<file path="config.mk">
export PLATFORM = sky130hd
export DESIGN_NAME = ssp_serial_port
export DESIGN_NICKNAME = d
export VERILOG_FILES = /design/src/verilog/ssp_pkg.sv /design/src/verilog/ssp_serial_port.sv
export SDC_FILE = /design/constraint.sdc
export NUM_CORES = 1
export LEC_CHECK = 0
export BUFFER_PORTS_ARGS = -buffer_cell sky130_fd_sc_hd__clkbuf_2
export CAP_MARGIN = 0
export CELL_PAD_IN_SITES_DETAIL_PLACEMENT = 0
export CELL_PAD_IN_SITES_GLOBAL_PLACEMENT = 2
export CORE_ASPECT_RATIO = 1.2
export CORE_UTILIZATION = 35
export CTS_BUF_LIST = sky130_fd_sc_hd__clkbuf_8
export DETAILED_ROUTE_END_ITERATION = 8
export MAX_ROUTING_LAYER = met4
export PLACE_DENSITY_LB_ADDON = 0.1
export SLEW_MARGIN = 25
export SYNTH_ARGS = -nofsm -noshare
export SYNTH_HDL_FRONTEND = slang
export SYNTH_SLANG_ARGS = --single-unit
</file>
<file path="constraint.sdc">
create_clock -name core_clk_i -period 2.6 [get_ports core_clk_i]
set_input_delay 0.26 -clock core_clk_i [delete_from_list [all_inputs] [get_ports core_clk_i]]
set_output_delay 0.26 -clock core_clk_i [all_outputs]
set_load 0.005 [all_outputs]
</file>
<file path="src/verilog/ssp_pkg.sv">
/*
  Constants for the four-mode serial port: register byte addresses, field
  positions, reset values, frame lengths and receiver states.
  Assumes an APB slave with 32-bit data and byte addressing in the low 8 bits.
*/
package ssp_pkg;
  // Register byte addresses on the APB.
  localparam logic [7:0] SSP_CTRL_ADDR = 8'h98;
  localparam logic [7:0] SSP_BUF_ADDR  = 8'h9C;
  localparam logic [7:0] SSP_CFG_ADDR  = 8'hA0;
  // Control register field positions.
  localparam int unsigned SSP_B7      = 7;
  localparam int unsigned SSP_MODE_LO = 6;
  localparam int unsigned SSP_FILT    = 5;
  localparam int unsigned SSP_REN     = 4;
  localparam int unsigned SSP_TX9     = 3;
  localparam int unsigned SSP_RX9     = 2;
  localparam int unsigned SSP_TI      = 1;
  localparam int unsigned SSP_RX_DONE = 0;
  // Configuration register field positions.
  localparam int unsigned SSP_VIEW = 0;
  localparam int unsigned SSP_FAST = 1;
  // Reset values.
  localparam logic [7:0] SSP_CTRL_RST = 8'h00;
  localparam logic [1:0] SSP_CFG_RST  = 2'h0;
  // Sixteen sample ticks make one bit; the middle tick checks the start bit.
  localparam logic [3:0] SSP_TICK_LAST = 4'hF;
  localparam logic [3:0] SSP_TICK_MID  = 4'h7;
  // Frame lengths in bits.
  localparam logic [3:0] SSP_M0_BITS  = 4'h8;
  localparam logic [3:0] SSP_M1_BITS  = 4'hA;
  localparam logic [3:0] SSP_M23_BITS = 4'hB;
  // Index of the last data bit shifted in before the stop bit.
  localparam logic [3:0] SSP_M0_LAST  = 4'h7;
  localparam logic [3:0] SSP_M1_LAST  = 4'h7;
  localparam logic [3:0] SSP_M23_LAST = 4'h8;
  // Mode encodings.
  localparam logic [1:0] SSP_MODE0 = 2'h0;
  localparam logic [1:0] SSP_MODE1 = 2'h1;
  localparam logic [1:0] SSP_MODE2 = 2'h2;
  // Receiver states, Gray coded along idle, start, data, stop.
  typedef enum logic [1:0] {
    SSP_RX_IDLE  = 2'h0,
    SSP_RX_START = 2'h1,
    SSP_RX_DATA  = 2'h3,
    SSP_RX_STOP  = 2'h2
  } ssp_rx_st_t;
endpackage : ssp_pkg

</file>
<file path="src/verilog/ssp_serial_port.sv">
/*
  Four-mode serial port with an APB register slave: shift-register mode 0,
  8-bit UART mode 1 and 9-bit UART modes 2 and 3 with address filtering.
  Assumes timer1_overflow_i is a one-cycle pulse from logic on core_clk_i
  and that the receive line arrives asynchronously from a pin.
*/
`timescale 1ns/10ps
// Summary of operation
// - In modes 1 to 3 transmit and receive run together; a new byte overwrites an unread one.
// - Buffer writes load transmit; buffer reads return the separate receive holding byte.
// - Mode 0 shifts eight bits LSB first on the data pin, clocking at half rate.
// - Mode 1 frame is start low, eight data bits LSB first, stop high.
// - Mode 1 reception stores the stop bit into the received ninth bit.
// - Modes 1 and 3 take bit timing from timer overflow pulses.
// - Modes 2 and 3 add a ninth bit, sent from the transmit ninth bit.
// - Modes 2 and 3 store the received ninth bit and ignore the stop value.
// - Mode 2 runs at one sixteenth or one thirty-second of the clock.
// - A buffer write with pstrb_i bit 0 set starts a transmission in every mode.
// - Mode 0 reception starts when receive-done is clear, receive is enabled and no transmission shifts.
// - UART modes start reception on a start bit, only while receive is enabled.
// - With filtering in modes 2 and 3, only ninth bit one completes reception.
// - Mode 0 ignores the filter enable entirely.
// - Mode 1 with filtering completes reception only on a high stop bit.
// - Control register resets to zero and holds the eight listed fields.
// - Bit 7 shows the framing error when view select is one, else mode high.
// - An invalid stop bit sets the framing error; only software clears it.
// - The two mode bits select modes zero to three.
// - The receive enable bit permits reception when one, blocks it when zero.
module ssp_serial_port (
  input  wire logic        core_clk_i,
  input  wire logic        arst_n_i,
  input  wire logic        psel_i,
  input  wire logic        penable_i,
  input  wire logic        pwrite_i,
  input  wire logic [7:0]  paddr_i,
  input  wire logic [31:0] pwdata_i,
  input  wire logic [3:0]  pstrb_i,
  output logic             pready_o,
  output logic             pslverr_o,
  output logic [31:0]      prdata_o,
  input  wire logic        timer1_overflow_i,
  output logic             txd_o,
  input  wire logic        rxd_i,
  output logic             rxd_o,
  output logic             rxd_oe_n_o
);

  // Every flip-flop of the port lives in this one record.
  typedef struct packed {
    logic               mode_h;
    logic               mode_l;
    logic               filt;
    logic               ren;
    logic               tx9;
    logic               rx9;
    logic               ti;
    logic               rx_dn;
    logic               ferr;
    logic               view;
    logic               fast;
    logic [7:0]         rx_hold;
    logic               tx_busy;
    logic [10:0]        tx_sh;
    logic [3:0]         tx_cnt;
    logic [3:0]         tx_tick;
    ssp_pkg::ssp_rx_st_t rx_st;
    logic [8:0]         rx_sh;
    logic [3:0]         rx_cnt;
    logic [3:0]         rx_tick;
    logic [2:0]         sync;
    logic               rxd_f;
    logic               rxd_prev;
    logic               ph;
    logic               txd;
    logic               rxd;
    logic               rxd_oe_n;
    logic               pready;
    logic               pslverr;
    logic [31:0]        prdata;
  } ssp_state_t;

  ssp_state_t q;
  ssp_state_t d;
  logic [1:0] mode;
  logic       m0;
  logic       s_tick;
  logic       req;
  logic       acc;
  logic       hit;
  logic       wr_ctrl;
  logic       wr_buf;
  logic       wr_cfg;
  logic       rx_fin;
  logic       rx_fin_m0;
  logic       stop_bit;
  logic       nine;
  logic       accept;
  logic [31:0] rdata;

  // Decode of mode, sample tick and bus phases.
  always_comb begin
    mode = {q.mode_h, q.mode_l};
    m0 = (mode == ssp_pkg::SSP_MODE0);
    // Mode 2 samples every clock or every other one; 16 ticks form a bit.
    if (mode == ssp_pkg::SSP_MODE2) begin
      s_tick = q.fast | q.ph;
    end else begin
      s_tick = timer1_overflow_i;
    end
    req = psel_i & penable_i & ~q.pready;
    acc = psel_i & penable_i & q.pready;
    hit = (paddr_i == ssp_pkg::SSP_CTRL_ADDR) | (paddr_i == ssp_pkg::SSP_BUF_ADDR) |
          (paddr_i == ssp_pkg::SSP_CFG_ADDR);
    wr_ctrl = acc & pwrite_i & pstrb_i[0] & (paddr_i == ssp_pkg::SSP_CTRL_ADDR);
    wr_buf = acc & pwrite_i & pstrb_i[0] & (paddr_i == ssp_pkg::SSP_BUF_ADDR);
    wr_cfg = acc & pwrite_i & pstrb_i[0] & (paddr_i == ssp_pkg::SSP_CFG_ADDR);
    case (paddr_i)
      ssp_pkg::SSP_CTRL_ADDR: rdata = {24'h000000, (q.view ? q.ferr : q.mode_h), q.mode_l,
                                       q.filt, q.ren, q.tx9, q.rx9, q.ti, q.rx_dn};
      ssp_pkg::SSP_BUF_ADDR:  rdata = {24'h000000, q.rx_hold};
      ssp_pkg::SSP_CFG_ADDR:  rdata = {30'h0, q.fast, q.view};
      default:                rdata = 32'h00000000;
    endcase
    // UART completion at the stop sample; mode 0 at its eighth clock.
    rx_fin = (q.rx_st == ssp_pkg::SSP_RX_STOP) & s_tick & (q.rx_tick == ssp_pkg::SSP_TICK_LAST);
    rx_fin_m0 = m0 & (q.rx_st == ssp_pkg::SSP_RX_DATA) & ~q.ph &
                (q.rx_cnt == ssp_pkg::SSP_M0_LAST);
    stop_bit = q.rxd_f;
    nine = (mode == ssp_pkg::SSP_MODE1) ? stop_bit : q.rx_sh[8];
    accept = ~q.filt | nine;
  end

  // Next-state logic; control and configuration writes come first so hardware sets win.
  always_comb begin
    d = q;
    // Three-stage line synchroniser; a level counts once stages two and three agree.
    d.sync = {q.sync[1:0], rxd_i};
    if (q.sync[1] == q.sync[2]) begin
      d.rxd_f = q.sync[2];
    end
    d.rxd_prev = q.rxd_f;
    d.ph = ~q.ph;
    // One wait state: data and error are ready in the second access cycle.
    d.pready = req;
    d.pslverr = req & ~hit;
    if (req) begin
      d.prdata = rdata;
    end
    if (wr_ctrl) begin
      if (q.view) begin
        d.ferr = pwdata_i[ssp_pkg::SSP_B7];
      end else begin
        d.mode_h = pwdata_i[ssp_pkg::SSP_B7];
      end
      d.mode_l = pwdata_i[ssp_pkg::SSP_MODE_LO];
      d.filt = pwdata_i[ssp_pkg::SSP_FILT];
      d.ren = pwdata_i[ssp_pkg::SSP_REN];
      d.tx9 = pwdata_i[ssp_pkg::SSP_TX9];
      d.rx9 = pwdata_i[ssp_pkg::SSP_RX9];
      d.ti = pwdata_i[ssp_pkg::SSP_TI];
      d.rx_dn = pwdata_i[ssp_pkg::SSP_RX_DONE];
    end
    if (wr_cfg) begin
      d.view = pwdata_i[ssp_pkg::SSP_VIEW];
      d.fast = pwdata_i[ssp_pkg::SSP_FAST];
    end
    // Transmitter; it shifts on its own counters so reception runs alongside.
    if (q.tx_busy) begin
      if (m0) begin
        if (~q.txd) begin // Shift as the driven clock rises, whatever the phase of ph.
          d.tx_sh = {1'b1, q.tx_sh[10:1]};
          d.tx_cnt = q.tx_cnt - 4'h1;
          if (q.tx_cnt == 4'h1) begin
            d.tx_busy = 1'b0;
            d.ti = 1'b1;
          end
        end
      end else if (s_tick) begin
        d.tx_tick = q.tx_tick + 4'h1;
        if (q.tx_tick == ssp_pkg::SSP_TICK_LAST) begin
          d.tx_sh = {1'b1, q.tx_sh[10:1]};
          d.tx_cnt = q.tx_cnt - 4'h1;
          if (q.tx_cnt == 4'h1) begin
            d.tx_busy = 1'b0;
            d.ti = 1'b1;
          end
        end
      end
    end
    // A buffer write restarts the transmitter even mid-frame.
    if (wr_buf) begin
      d.tx_busy = 1'b1;
      d.tx_tick = 4'h0;
      if (m0) begin
        d.tx_sh = {3'b111, pwdata_i[7:0]};
        d.tx_cnt = ssp_pkg::SSP_M0_BITS;
      end else if (mode == ssp_pkg::SSP_MODE1) begin
        d.tx_sh = {2'b11, pwdata_i[7:0], 1'b0};
        d.tx_cnt = ssp_pkg::SSP_M1_BITS;
      end else begin
        d.tx_sh = {1'b1, q.tx9, pwdata_i[7:0], 1'b0};
        d.tx_cnt = ssp_pkg::SSP_M23_BITS;
      end
    end
    // Receiver state machine.
    case (q.rx_st)
      ssp_pkg::SSP_RX_IDLE: begin
        if (m0) begin
          // Half duplex: mode 0 reception waits while a transmission shifts.
          if (q.ren & ~q.rx_dn & ~q.tx_busy & q.ph) begin
            d.rx_st = ssp_pkg::SSP_RX_DATA;
            d.rx_cnt = 4'h0;
          end
        end else if (q.ren & q.rxd_prev & ~q.rxd_f) begin
          d.rx_st = ssp_pkg::SSP_RX_START;
          d.rx_tick = 4'h0;
        end
      end
      ssp_pkg::SSP_RX_START: begin
        if (s_tick) begin
          d.rx_tick = q.rx_tick + 4'h1;
          if (q.rx_tick == ssp_pkg::SSP_TICK_MID) begin
            // A line high again at mid-bit was a glitch, not a start bit.
            d.rx_st = q.rxd_f ? ssp_pkg::SSP_RX_IDLE : ssp_pkg::SSP_RX_DATA;
            d.rx_tick = 4'h0;
            d.rx_cnt = 4'h0;
          end
        end
      end
      ssp_pkg::SSP_RX_DATA: begin
        if (m0) begin
          if (~q.ph) begin
            d.rx_sh = {q.rxd_f, q.rx_sh[8:1]};
            d.rx_cnt = q.rx_cnt + 4'h1;
            if (rx_fin_m0) begin
              d.rx_st = ssp_pkg::SSP_RX_IDLE;
              d.rx_hold = {q.rxd_f, q.rx_sh[8:2]};
              d.rx_dn = 1'b1;
            end
          end
        end else if (s_tick) begin
          d.rx_tick = q.rx_tick + 4'h1;
          if (q.rx_tick == ssp_pkg::SSP_TICK_LAST) begin
            d.rx_sh = {q.rxd_f, q.rx_sh[8:1]};
            d.rx_cnt = q.rx_cnt + 4'h1;
            if (q.rx_cnt == ((mode == ssp_pkg::SSP_MODE1) ? ssp_pkg::SSP_M1_LAST
                                                           : ssp_pkg::SSP_M23_LAST)) begin
              d.rx_st = ssp_pkg::SSP_RX_STOP;
            end
          end
        end
      end
      ssp_pkg::SSP_RX_STOP: begin
        if (s_tick) begin
          d.rx_tick = q.rx_tick + 4'h1;
        end
        if (rx_fin) begin
          d.rx_st = ssp_pkg::SSP_RX_IDLE;
          if (~stop_bit) begin
            d.ferr = 1'b1;
          end
          if (accept) begin
            d.rx_hold = (mode == ssp_pkg::SSP_MODE1) ? q.rx_sh[8:1] : q.rx_sh[7:0];
            d.rx9 = nine;
            d.rx_dn = 1'b1;
          end
        end
      end
      default: d.rx_st = ssp_pkg::SSP_RX_IDLE;
    endcase
    // Pins: mode 0 drives the shift clock on txd and data on the two-way line.
    if (m0) begin
      d.txd = q.tx_busy ? ~q.txd : ((q.rx_st == ssp_pkg::SSP_RX_DATA) ? q.ph : 1'b1);
    end else begin
      d.txd = q.tx_busy ? q.tx_sh[0] : 1'b1;
    end
    d.rxd = q.tx_sh[0];
    d.rxd_oe_n = ~(m0 & q.tx_busy);
  end

  // State register; the whole record resets to constants.
  always_ff @(posedge core_clk_i or negedge arst_n_i) begin
    if (!arst_n_i) begin
      q <= '0;
      q.sync <= 3'b111;
      q.rxd_f <= 1'b1;
      q.rxd_prev <= 1'b1;
      q.tx_sh <= 11'h7FF;
      q.txd <= 1'b1;
      q.rxd <= 1'b1;
      q.rxd_oe_n <= 1'b1;
    end else begin
      q <= d;
    end
  end

  assign pready_o = q.pready;
  assign pslverr_o = q.pslverr;
  assign prdata_o = q.prdata;
  assign txd_o = q.txd;
  assign rxd_o = q.rxd;
  assign rxd_oe_n_o = q.rxd_oe_n;

  // Checks next to the logic they guard.
  AST_TX_START: assert property (@(posedge core_clk_i) disable iff (!arst_n_i)
    wr_buf |=> q.tx_busy) else $error("buffer write did not start transmit");
  AST_BUF_READ: assert property (@(posedge core_clk_i) disable iff (!arst_n_i)
    req && !pwrite_i && paddr_i == ssp_pkg::SSP_BUF_ADDR |=> prdata_o[7:0] == $past(q.rx_hold))
    else $error("buffer read did not return receive holding byte");
  AST_M0_CLOCK: assert property (@(posedge core_clk_i) disable iff (!arst_n_i)
    (m0 && q.tx_busy) ##1 (m0 && q.tx_busy) |=> txd_o != $past(txd_o))
    else $error("mode 0 shift clock not at half rate");
  AST_START_LOW: assert property (@(posedge core_clk_i) disable iff (!arst_n_i)
    !m0 && $rose(q.tx_busy) && !$past(wr_ctrl) |=> !txd_o)
    else $error("start bit not low");
  AST_M1_NINTH: assert property (@(posedge core_clk_i) disable iff (!arst_n_i)
    rx_fin && accept && mode == ssp_pkg::SSP_MODE1 |=> q.rx9 == $past(stop_bit))
    else $error("mode 1 stop bit not stored");
  AST_MP_FILTER: assert property (@(posedge core_clk_i) disable iff (!arst_n_i)
    rx_fin && mode[1] && q.filt && !q.rx_sh[8] && !wr_ctrl && !q.rx_dn |=> !q.rx_dn)
    else $error("filtered data byte completed reception");
  AST_M1_FILTER: assert property (@(posedge core_clk_i) disable iff (!arst_n_i)
    rx_fin && mode == ssp_pkg::SSP_MODE1 && q.filt && !stop_bit && !wr_ctrl && !q.rx_dn
    |=> !q.rx_dn) else $error("invalid stop bit completed mode 1 reception");
  AST_FRAME_ERR_SET: assert property (@(posedge core_clk_i) disable iff (!arst_n_i)
    rx_fin && !stop_bit |=> q.ferr) else $error("framing error not flagged");
  AST_REN_GATE: assert property (@(posedge core_clk_i) disable iff (!arst_n_i)
    q.rx_st == ssp_pkg::SSP_RX_IDLE && !q.ren |=> q.rx_st == ssp_pkg::SSP_RX_IDLE)
    else $error("reception started while disabled");
  AST_M0_RX: assert property (@(posedge core_clk_i) disable iff (!arst_n_i)
    m0 && q.rx_st == ssp_pkg::SSP_RX_IDLE && q.ren && !q.rx_dn && !q.tx_busy && q.ph
    |=> q.rx_st == ssp_pkg::SSP_RX_DATA) else $error("mode 0 reception did not start");
  AST_TI_HOLD: assert property (@(posedge core_clk_i) disable iff (!arst_n_i)
    q.ti && !wr_ctrl |=> q.ti) else $error("transmit done cleared without software");

endmodule : ssp_serial_port

</file>
==> results of run 1 <==
-- kinds of logic (layout without fill, tap and decap cells) --
logic type                 after synthesis  count (layout)  synth area share (%)
and+or+nand+nor                        133             133                  15.9
xor gates and xnor gates                 5               5                  1.05
adders and majority gates                6               6                  1.73
other                                    1              24                0.0897
muxes                                   52              52                  13.8
AOI/OAI and AO/OA                       84              84                  12.1
buffers and inverters                   59              82                  8.79
DFF                                     77              77                  46.6
-- layout make-up --
| type | instances | area, um2 |
|---|---|---|
| clock buffer | 9 | 124 |
| clock inverter | 7 | 115 |
| fill | 1206 | 6870 |
| inverter | 6 | 22.5 |
| multi-input combinational | 304 | 1950 |
| sequential | 77 | 1950 |
| tap | 157 | 196 |
| timing repair buffer | 60 | 393 |
-- registers in the layout, summed over array words and instances (netlist names) --
name,cells
stop_bit,1
q,58
d,3
txd_o,1
mode,2
pslverr_o,1
pready_o,1
rxd_o,1
rxd_oe_n_o,1
prdata_o,8
-- layer usage --
layer / GRT usage [%] / up-vias
met5: - / -
met4: 6.88 / 0
met3: 3.73 / 9
met2: 26.9 / 61
met1: 21.0 / 1444
li1: - / 1488
-- worst reg2reg max path: stages (launching register included) --
cell and delay (ns):
dfrtp_1 0.49, buf_4 0.19, nor2_1 0.06, buf_4 0.17, o311ai_0 0.38, o21ai_0 0.20, a311oi_1 0.30, mux2_2 0.37
-- power breakdown --
group	switching, W	internal [W]	total, W
combinational	0.000382	0.000331	0.000713
clock	0.000453	0.000634	0.00109
sequential	0.000145	0.00135	0.00149
-- cell usage in the layout, fill, tap and decap left out, types with 4 or more instances in the layout --
cell type,instances
a21oi_1,31
and3_1,10
buf_4,21
clkbuf_2,35
clkbuf_8,9
conb_1,24
dfrtp_1,58
dfstp_2,19
ha_1,5
inv_1,7
mux2_2,13
mux2_4,8
mux2i_1,31
nand2_1,49
nand2b_1,6
nand3_1,7
nand3b_1,5
nor2_1,27
nor3_1,4
o21ai_0,29
xor2_1,4
-- stage by stage --
| stage | cells | cell area, um2 | util, % | setup WS [ns] |
|---|---|---|---|---|
| CTS | 620 | 4750 | 40.9 | 0.299 |
| finish | 620 | 4750 | 40.9 | 0.320 |
| detailed placement | 602 | 4500 | 38.7 | 0.321 |
| floorplan | 440 | 4270 | - | 0.623 |
| global placement | 602 | 4490 | 38.7 | 0.177 |
| global route | 620 | 4750 | 40.9 | 0.0557 |
-- worst min-delay path by stage --
| stage | from | endpoint | slack [ns] | cells after the start |
|---|---|---|---|---|
| global placement | arst_n_i | q[68] | 0.32 | 1 |
| finish | pwdata_i[3] | q[96] | 0.17 | 2 |
| floorplan | arst_n_i | mode[0] | -0.04 | 0 |
| CTS | pwdata_i[3] | q[96] | 0.15 | 2 |
| detailed placement | arst_n_i | q[69] | 0.32 | 1 |
| global route | pwdata_i[3] | q[96] | 0.17 | 2 |
-- synthesized netlist by cell type, types with 2 or more instances --
cell type,count
dfrtp_1,58
nand2_1,49
buf_4,34
a21oi_1,31
mux2i_1,31
o21ai_0,29
nor2_1,28
dfstp_2,19
clkbuf_1,13
mux2_2,13
and3_1,10
mux2_4,8
nand3_1,7
inv_1,6
nand2b_1,6
ha_1,5
nand3b_1,5
nor3_1,4
xor2_1,4
buf_2,3
nand4_1,3
nor2b_1,3
nor3b_1,3
or3_1,3
a22oi_1,2
a311oi_1,2
a31oi_1,2
a41oi_1,2
buf_6,2
nor4_1,2
nor4b_1,2
o21ai_1,2
o22ai_1,2
or2_2,2
-- repair_timing --
| action | CTS | global route |
|---|---|---|
| buffers inserted | 0 | 0 |
| hold buffers | 2 | 0 |
| resized for setup | 0 | 0 |
| hold endpoints to repair | 29 | 0 |
==> run_results.csv, run 1 <==
group,metric,value,unit
status,outcome,"complete, no violations",
route,routed_via_density,4.84,
die,dieArea,12400,um2
worst_setup_path,slowest_stage,"dfrtp_1",
worst_hold_path,hold_path.class,"input pin to flip-flop",
timing,slew_viol_final,0,
global_routing,antenna_found_initial,0,
route,dr.pass1.iters,4,
synthesis,synth_flop_cell,"dfrtp_1",
timing,hold_violations,0,
synthesis,yosys.area.top_type_share,34.7,%
global_routing,grt_max_degree,45,
route,drc,0,
die,fp-row-count,43,
worst_setup_path,critPathBufInv,2,
synthesis,async_reset_ff_share,100,%
clocking,tritoncts,"yes",
route,final_antenna_net_count,0,
worst_setup_path,required,2.84,ns
global_routing,grt_pass1_vias,2999,
worst_setup_path,critPathCapture,"q[61]",
synthesis,synthCells,417,
die,die-width,102,um
timing,relSlewSlack,52.2,%
clocking,clk_pin_slew,0.08,ns
route,drtIter0Drc,121,
timing,rsz0062_at_grt,"false",
final_layout,diodes,0,
timing,max_freq,439,MHz
route,met3RoutedLength,365,um
synthesis,synth_top_area_cell,"dfrtp_1",
timing,tightest_slew,0.716,ns
global_routing,grt.total_usage,17.0,%
final_layout,drive_gt1_share,26.6,%
pwr,power,0.00329,W
timing,setup_viol,0,
die,num_io_pins,88,
route,finalWirelength,9340,um
global_routing,gr-total-overflow,0,
synthesis,synthesis.area,4180,um2
worst_setup_path,cp_top_family,"compound AO/OA/AOI/OAI gates",
clocking,htreeDepth,3,
synthesis,ys_seq_elements,77,
pwr,leakage,2.30,nW
worst_setup_path,worstPathArrival,2.52,ns
die,coreArea,11600,um2
synthesis,syn_area_per_cell,10.0,um2
worst_setup_path,critPathMaxStageDelay,0.49,ns
timing,tns,0,ns
worst_setup_path,critical_path.cell_chain,"buf_4 > nor2_1 > buf_4 > o311ai_0 > o21ai_0 > a311oi_1 > mux2_2",
synthesis,synth_edf_count,0,
timing,timing.final.crit_share,87.7,%
worst_setup_path,r2r-end,"q[61]",
synthesis,synthTopCellsByArea,"dfrtp_1, dfstp_2, mux2i_1",
worst_setup_path,crit_path_end_kind,"flip-flop",
route,drt-met1-wl,4290,um
worst_setup_path,path_class,"flip-flop to flip-flop",
clocking,worstSkewPairLatency,0.36,ns
flow_run,cap_violations,0,
route,wl_per_cell,15.1,um
worst_setup_path,crit_start,"mode[0]",
die,die_h,122,um
final_layout,nets,514,
route,num_vias,3002,
route,top_layer,"met4",
die,initial_utilization,36.0,%
pwr,ir_drop,0.274,mV
worst_setup_path,cp_max_fo,7,
synthesis,synthDistinctLibCells,56,
placement,place.port_buffers,36,
final_layout,area_growth_syn_to_layout,13.7,%
timing,fin_crit,2.28,ns
placement,dp_hpwl,6760,um
timing,worst_hold_slack,0.172,ns
pwr,p_per_area,693,nW/um2
worst_setup_path,start_kind,"flip-flop",
worst_setup_path,r2r_start,"mode[0]",
synthesis,synth_warnings,0,
timing,skew,0.00578,ns
route,dr_wl_met2,4530,um
worst_setup_path,reg2reg_slack,0.32,ns
clocking,cts_root_buf,"clkbuf_8",
worst_setup_path,ff2ff_path_depth,7,
placement,gp_congestion,0.840,
clocking,numCtsBuffers,9,
synthesis,seq_area_frac_synth,46.6,%
worst_setup_path,cp.depth,7,
worst_setup_path,crit_path_frequent_cell,"buf_4",
clocking,cts_num_sinks,77,
global_routing,grt_pass1_wl,15400,um
clocking,clockBufferDepth,2,
Note: power is estimated with default switching activity, not from simulation.
==> run 2, diff against run 1 <==
- CELL_PAD_IN_SITES_DETAIL_PLACEMENT: 0 -> not set
- CELL_PAD_IN_SITES_GLOBAL_PLACEMENT: 2 -> not set
- CORE_UTILIZATION: 35 -> 44
- PLACE_DENSITY: not set -> 0.67
- PLACE_DENSITY_LB_ADDON: 0.1 -> not set
- SLEW_MARGIN: 25 -> not set
==> run 2 against run 1 <==
Net effect: register-to-register slack worse by 0.10 ns; die area decreased by 20%; critical path depth fell by 1; clock power shrank 9.9%; cell count decreased by 6.9%; total power shrank 3.5%; critical path type unchanged; critical endpoint is now q[51]; highest routed layer unchanged.
==> run_results.csv, run 2 (synthesis gave the netlist of run 1 again) <==
group,metric,value,unit
status,outcome,"complete, no violations",
die,die-width,91.0,um
route,drtIter0Drc,145,
clocking,tritoncts,"yes",
die,num_io_pins,88,
final_layout,nets,508,
timing,fin_crit,2.38,ns
pwr,p_per_area,688,nW/um2
timing,hold_violations,0,
clocking,htreeDepth,3,
pwr,power.share.combinational,22.2,%
final_layout,ff_latch_area,1950,um2
final_layout,layout.cells.most_common,"dfrtp_1",
timing,skew,0.0126,ns
timing,rsz0062_at_grt,"false",
worst_setup_path,crit_start,"mode[1]",
pwr,p_sw,0.000966,W
pwr,leakage,2.26,nW
clocking,cts_resized,0,
pwr,ir_drop,0.274,mV
global_routing,grt.total_usage,18.6,%
worst_setup_path,crit_path_end_kind,"flip-flop",
final_layout,multi_input_area,1950,um2
pwr,p_clk_share,30.9,%
final_layout,regMostFlops,"q",
final_layout,drive_gt1_share,25.6,%
pwr,seqPwrFrac,46.9,%
die,dieArea,9900,um2
clocking,cts_setup_buffers,0,
placement,gp_congestion,0.902,
route,routed_via_density,5.25,
route,drc,0,
timing,tns,0,ns
worst_setup_path,r2r_start,"mode[1]",
worst_setup_path,critical_path.cell_chain,"nor2b_1 > o21ai_4 > nor2_2 > a21oi_1 > nor2_1 > mux2_2",
die,initial_utilization,45.8,%
die,fp-row-count,38,
route,dr.pass1.iters,4,
timing,setup_viol,0,
clocking,worstSkewPairLatency,0.36,ns
timing,tightest_slew,1.07,ns
clocking,cts_num_sinks,77,
worst_setup_path,cp_max_fo,11,
pwr,p_int,0.00221,W
placement,dp_hpwl,6020,um
timing,worst_hold_slack,0.0436,ns
final_layout,layout_common_cells,"dfrtp_1, nand2_1, clkbuf_2, mux2i_1, a21oi_1",
worst_setup_path,critPathMaxStageDelay,0.80,ns
global_routing,grt_pass1_wl,14000,um
clocking,clk_pin_slew,0.08,ns
die,coreArea,9130,um2
route,wl_per_cell,14.5,um
timing,max_freq,420,MHz
worst_setup_path,start_kind,"flip-flop",
clocking,hold_buffers,1,
global_routing,grt_pass1_vias,2965,
global_routing,antenna_found_initial,0,
clocking,clockBufferDepth,2,
timing,relSlewSlack,28.6,%
pwr,switching_share,30.4,%
worst_setup_path,worstPathArrival,2.62,ns
timing,slew_viol_final,0,
final_layout,fillCellCount,839,
clocking,numCtsBuffers,9,
worst_hold_path,hold_path.class,"input pin to asynchronous set/reset pin",
clocking,cts_root_buf,"clkbuf_8",
die,die_h,109,um
global_routing,grt_max_degree,78,
global_routing,gr-total-overflow,0,
worst_setup_path,path_class,"flip-flop to flip-flop",
final_layout,largest_reg_flops,58,
flow_run,cap_violations,0,
route,final_antenna_net_count,0,
placement,place.port_buffers,36,
route,num_vias,3028,
route,finalWirelength,8360,um
final_layout,area_growth_syn_to_layout,10.5,%
worst_setup_path,required,2.83,ns
worst_setup_path,slowest_stage,"nor2_1",
timing,timing.final.crit_share,91.6,%
final_layout,diodes,0,
run 2: metal layers:
metal | GRT usage, % | wire length, um | vias to the layer above
met1 | 21.4 | 3660 | 1481
li1 | - | - | 1470
met3 | 3.77 | 293 | 16
met2 | 31.4 | 4200 | 61
met5 | - | 0 | -
met4 | 8.62 | 202 | 0
run 2: path summary, 6_finish.rpt:
path	slack, ns	to	cells past startpoint
setup reg to reg	0.22	q[51]	6
setup / recovery	0.22	q[51]	6
hold reg to reg	0.36	d[42]	0
hold / removal	0.04	q[61]	1
max in group asynchronous	1.90	q[51]	1
min in group core_clk_i	0.17	q[96]	2
run 2: area by class of cell:
class / count / share of cell area, %
Clock inverter: 7 / 1.95
Sequential cell: 77 / 42.2
Inverter: 6 / 0.487
Clock buffer: 9 / 2.68
Timing Repair Buffer: 54 / 7.20
Tap cell: 120 / 3.25
Multi-Input combinational cell: 304 / 42.2
run 2: worst max-delay path: cells and delay by family, from the launching register on:
family,cells,cell delay (ns)
AOI/OAI and AO/OA,2,0.17
DFF,1,0.49
muxes,1,0.41
and+or+nand+nor,3,1.17
run 2: power groups by stage:
stage	Combinational (W)	Clock, W	Sequential, W
floorplan	0.000538	0	0.00148
global placement	0.000674	0	0.00150
detailed placement	0.000703	0	0.00152
CTS	0.000707	0.00101	0.00149
global route	0.000800	0.00106	0.00152
finish	0.000705	0.000982	0.00149
run 2: stage by stage:
stage	util, %	std cells	setup slack, ns	power (W)	area [um2]
2_1_floorplan	-	440	0.623	0.00202	4270
3_3_place_gp	48.2	560	0.259	0.00218	4400
3_5_place_dp	48.2	560	0.255	0.00222	4400
4_1_cts	50.6	577	0.219	0.00321	4620
5_1_grt	50.6	577	0.0378	0.00338	4620
6_report	50.6	577	0.217	0.00318	4620
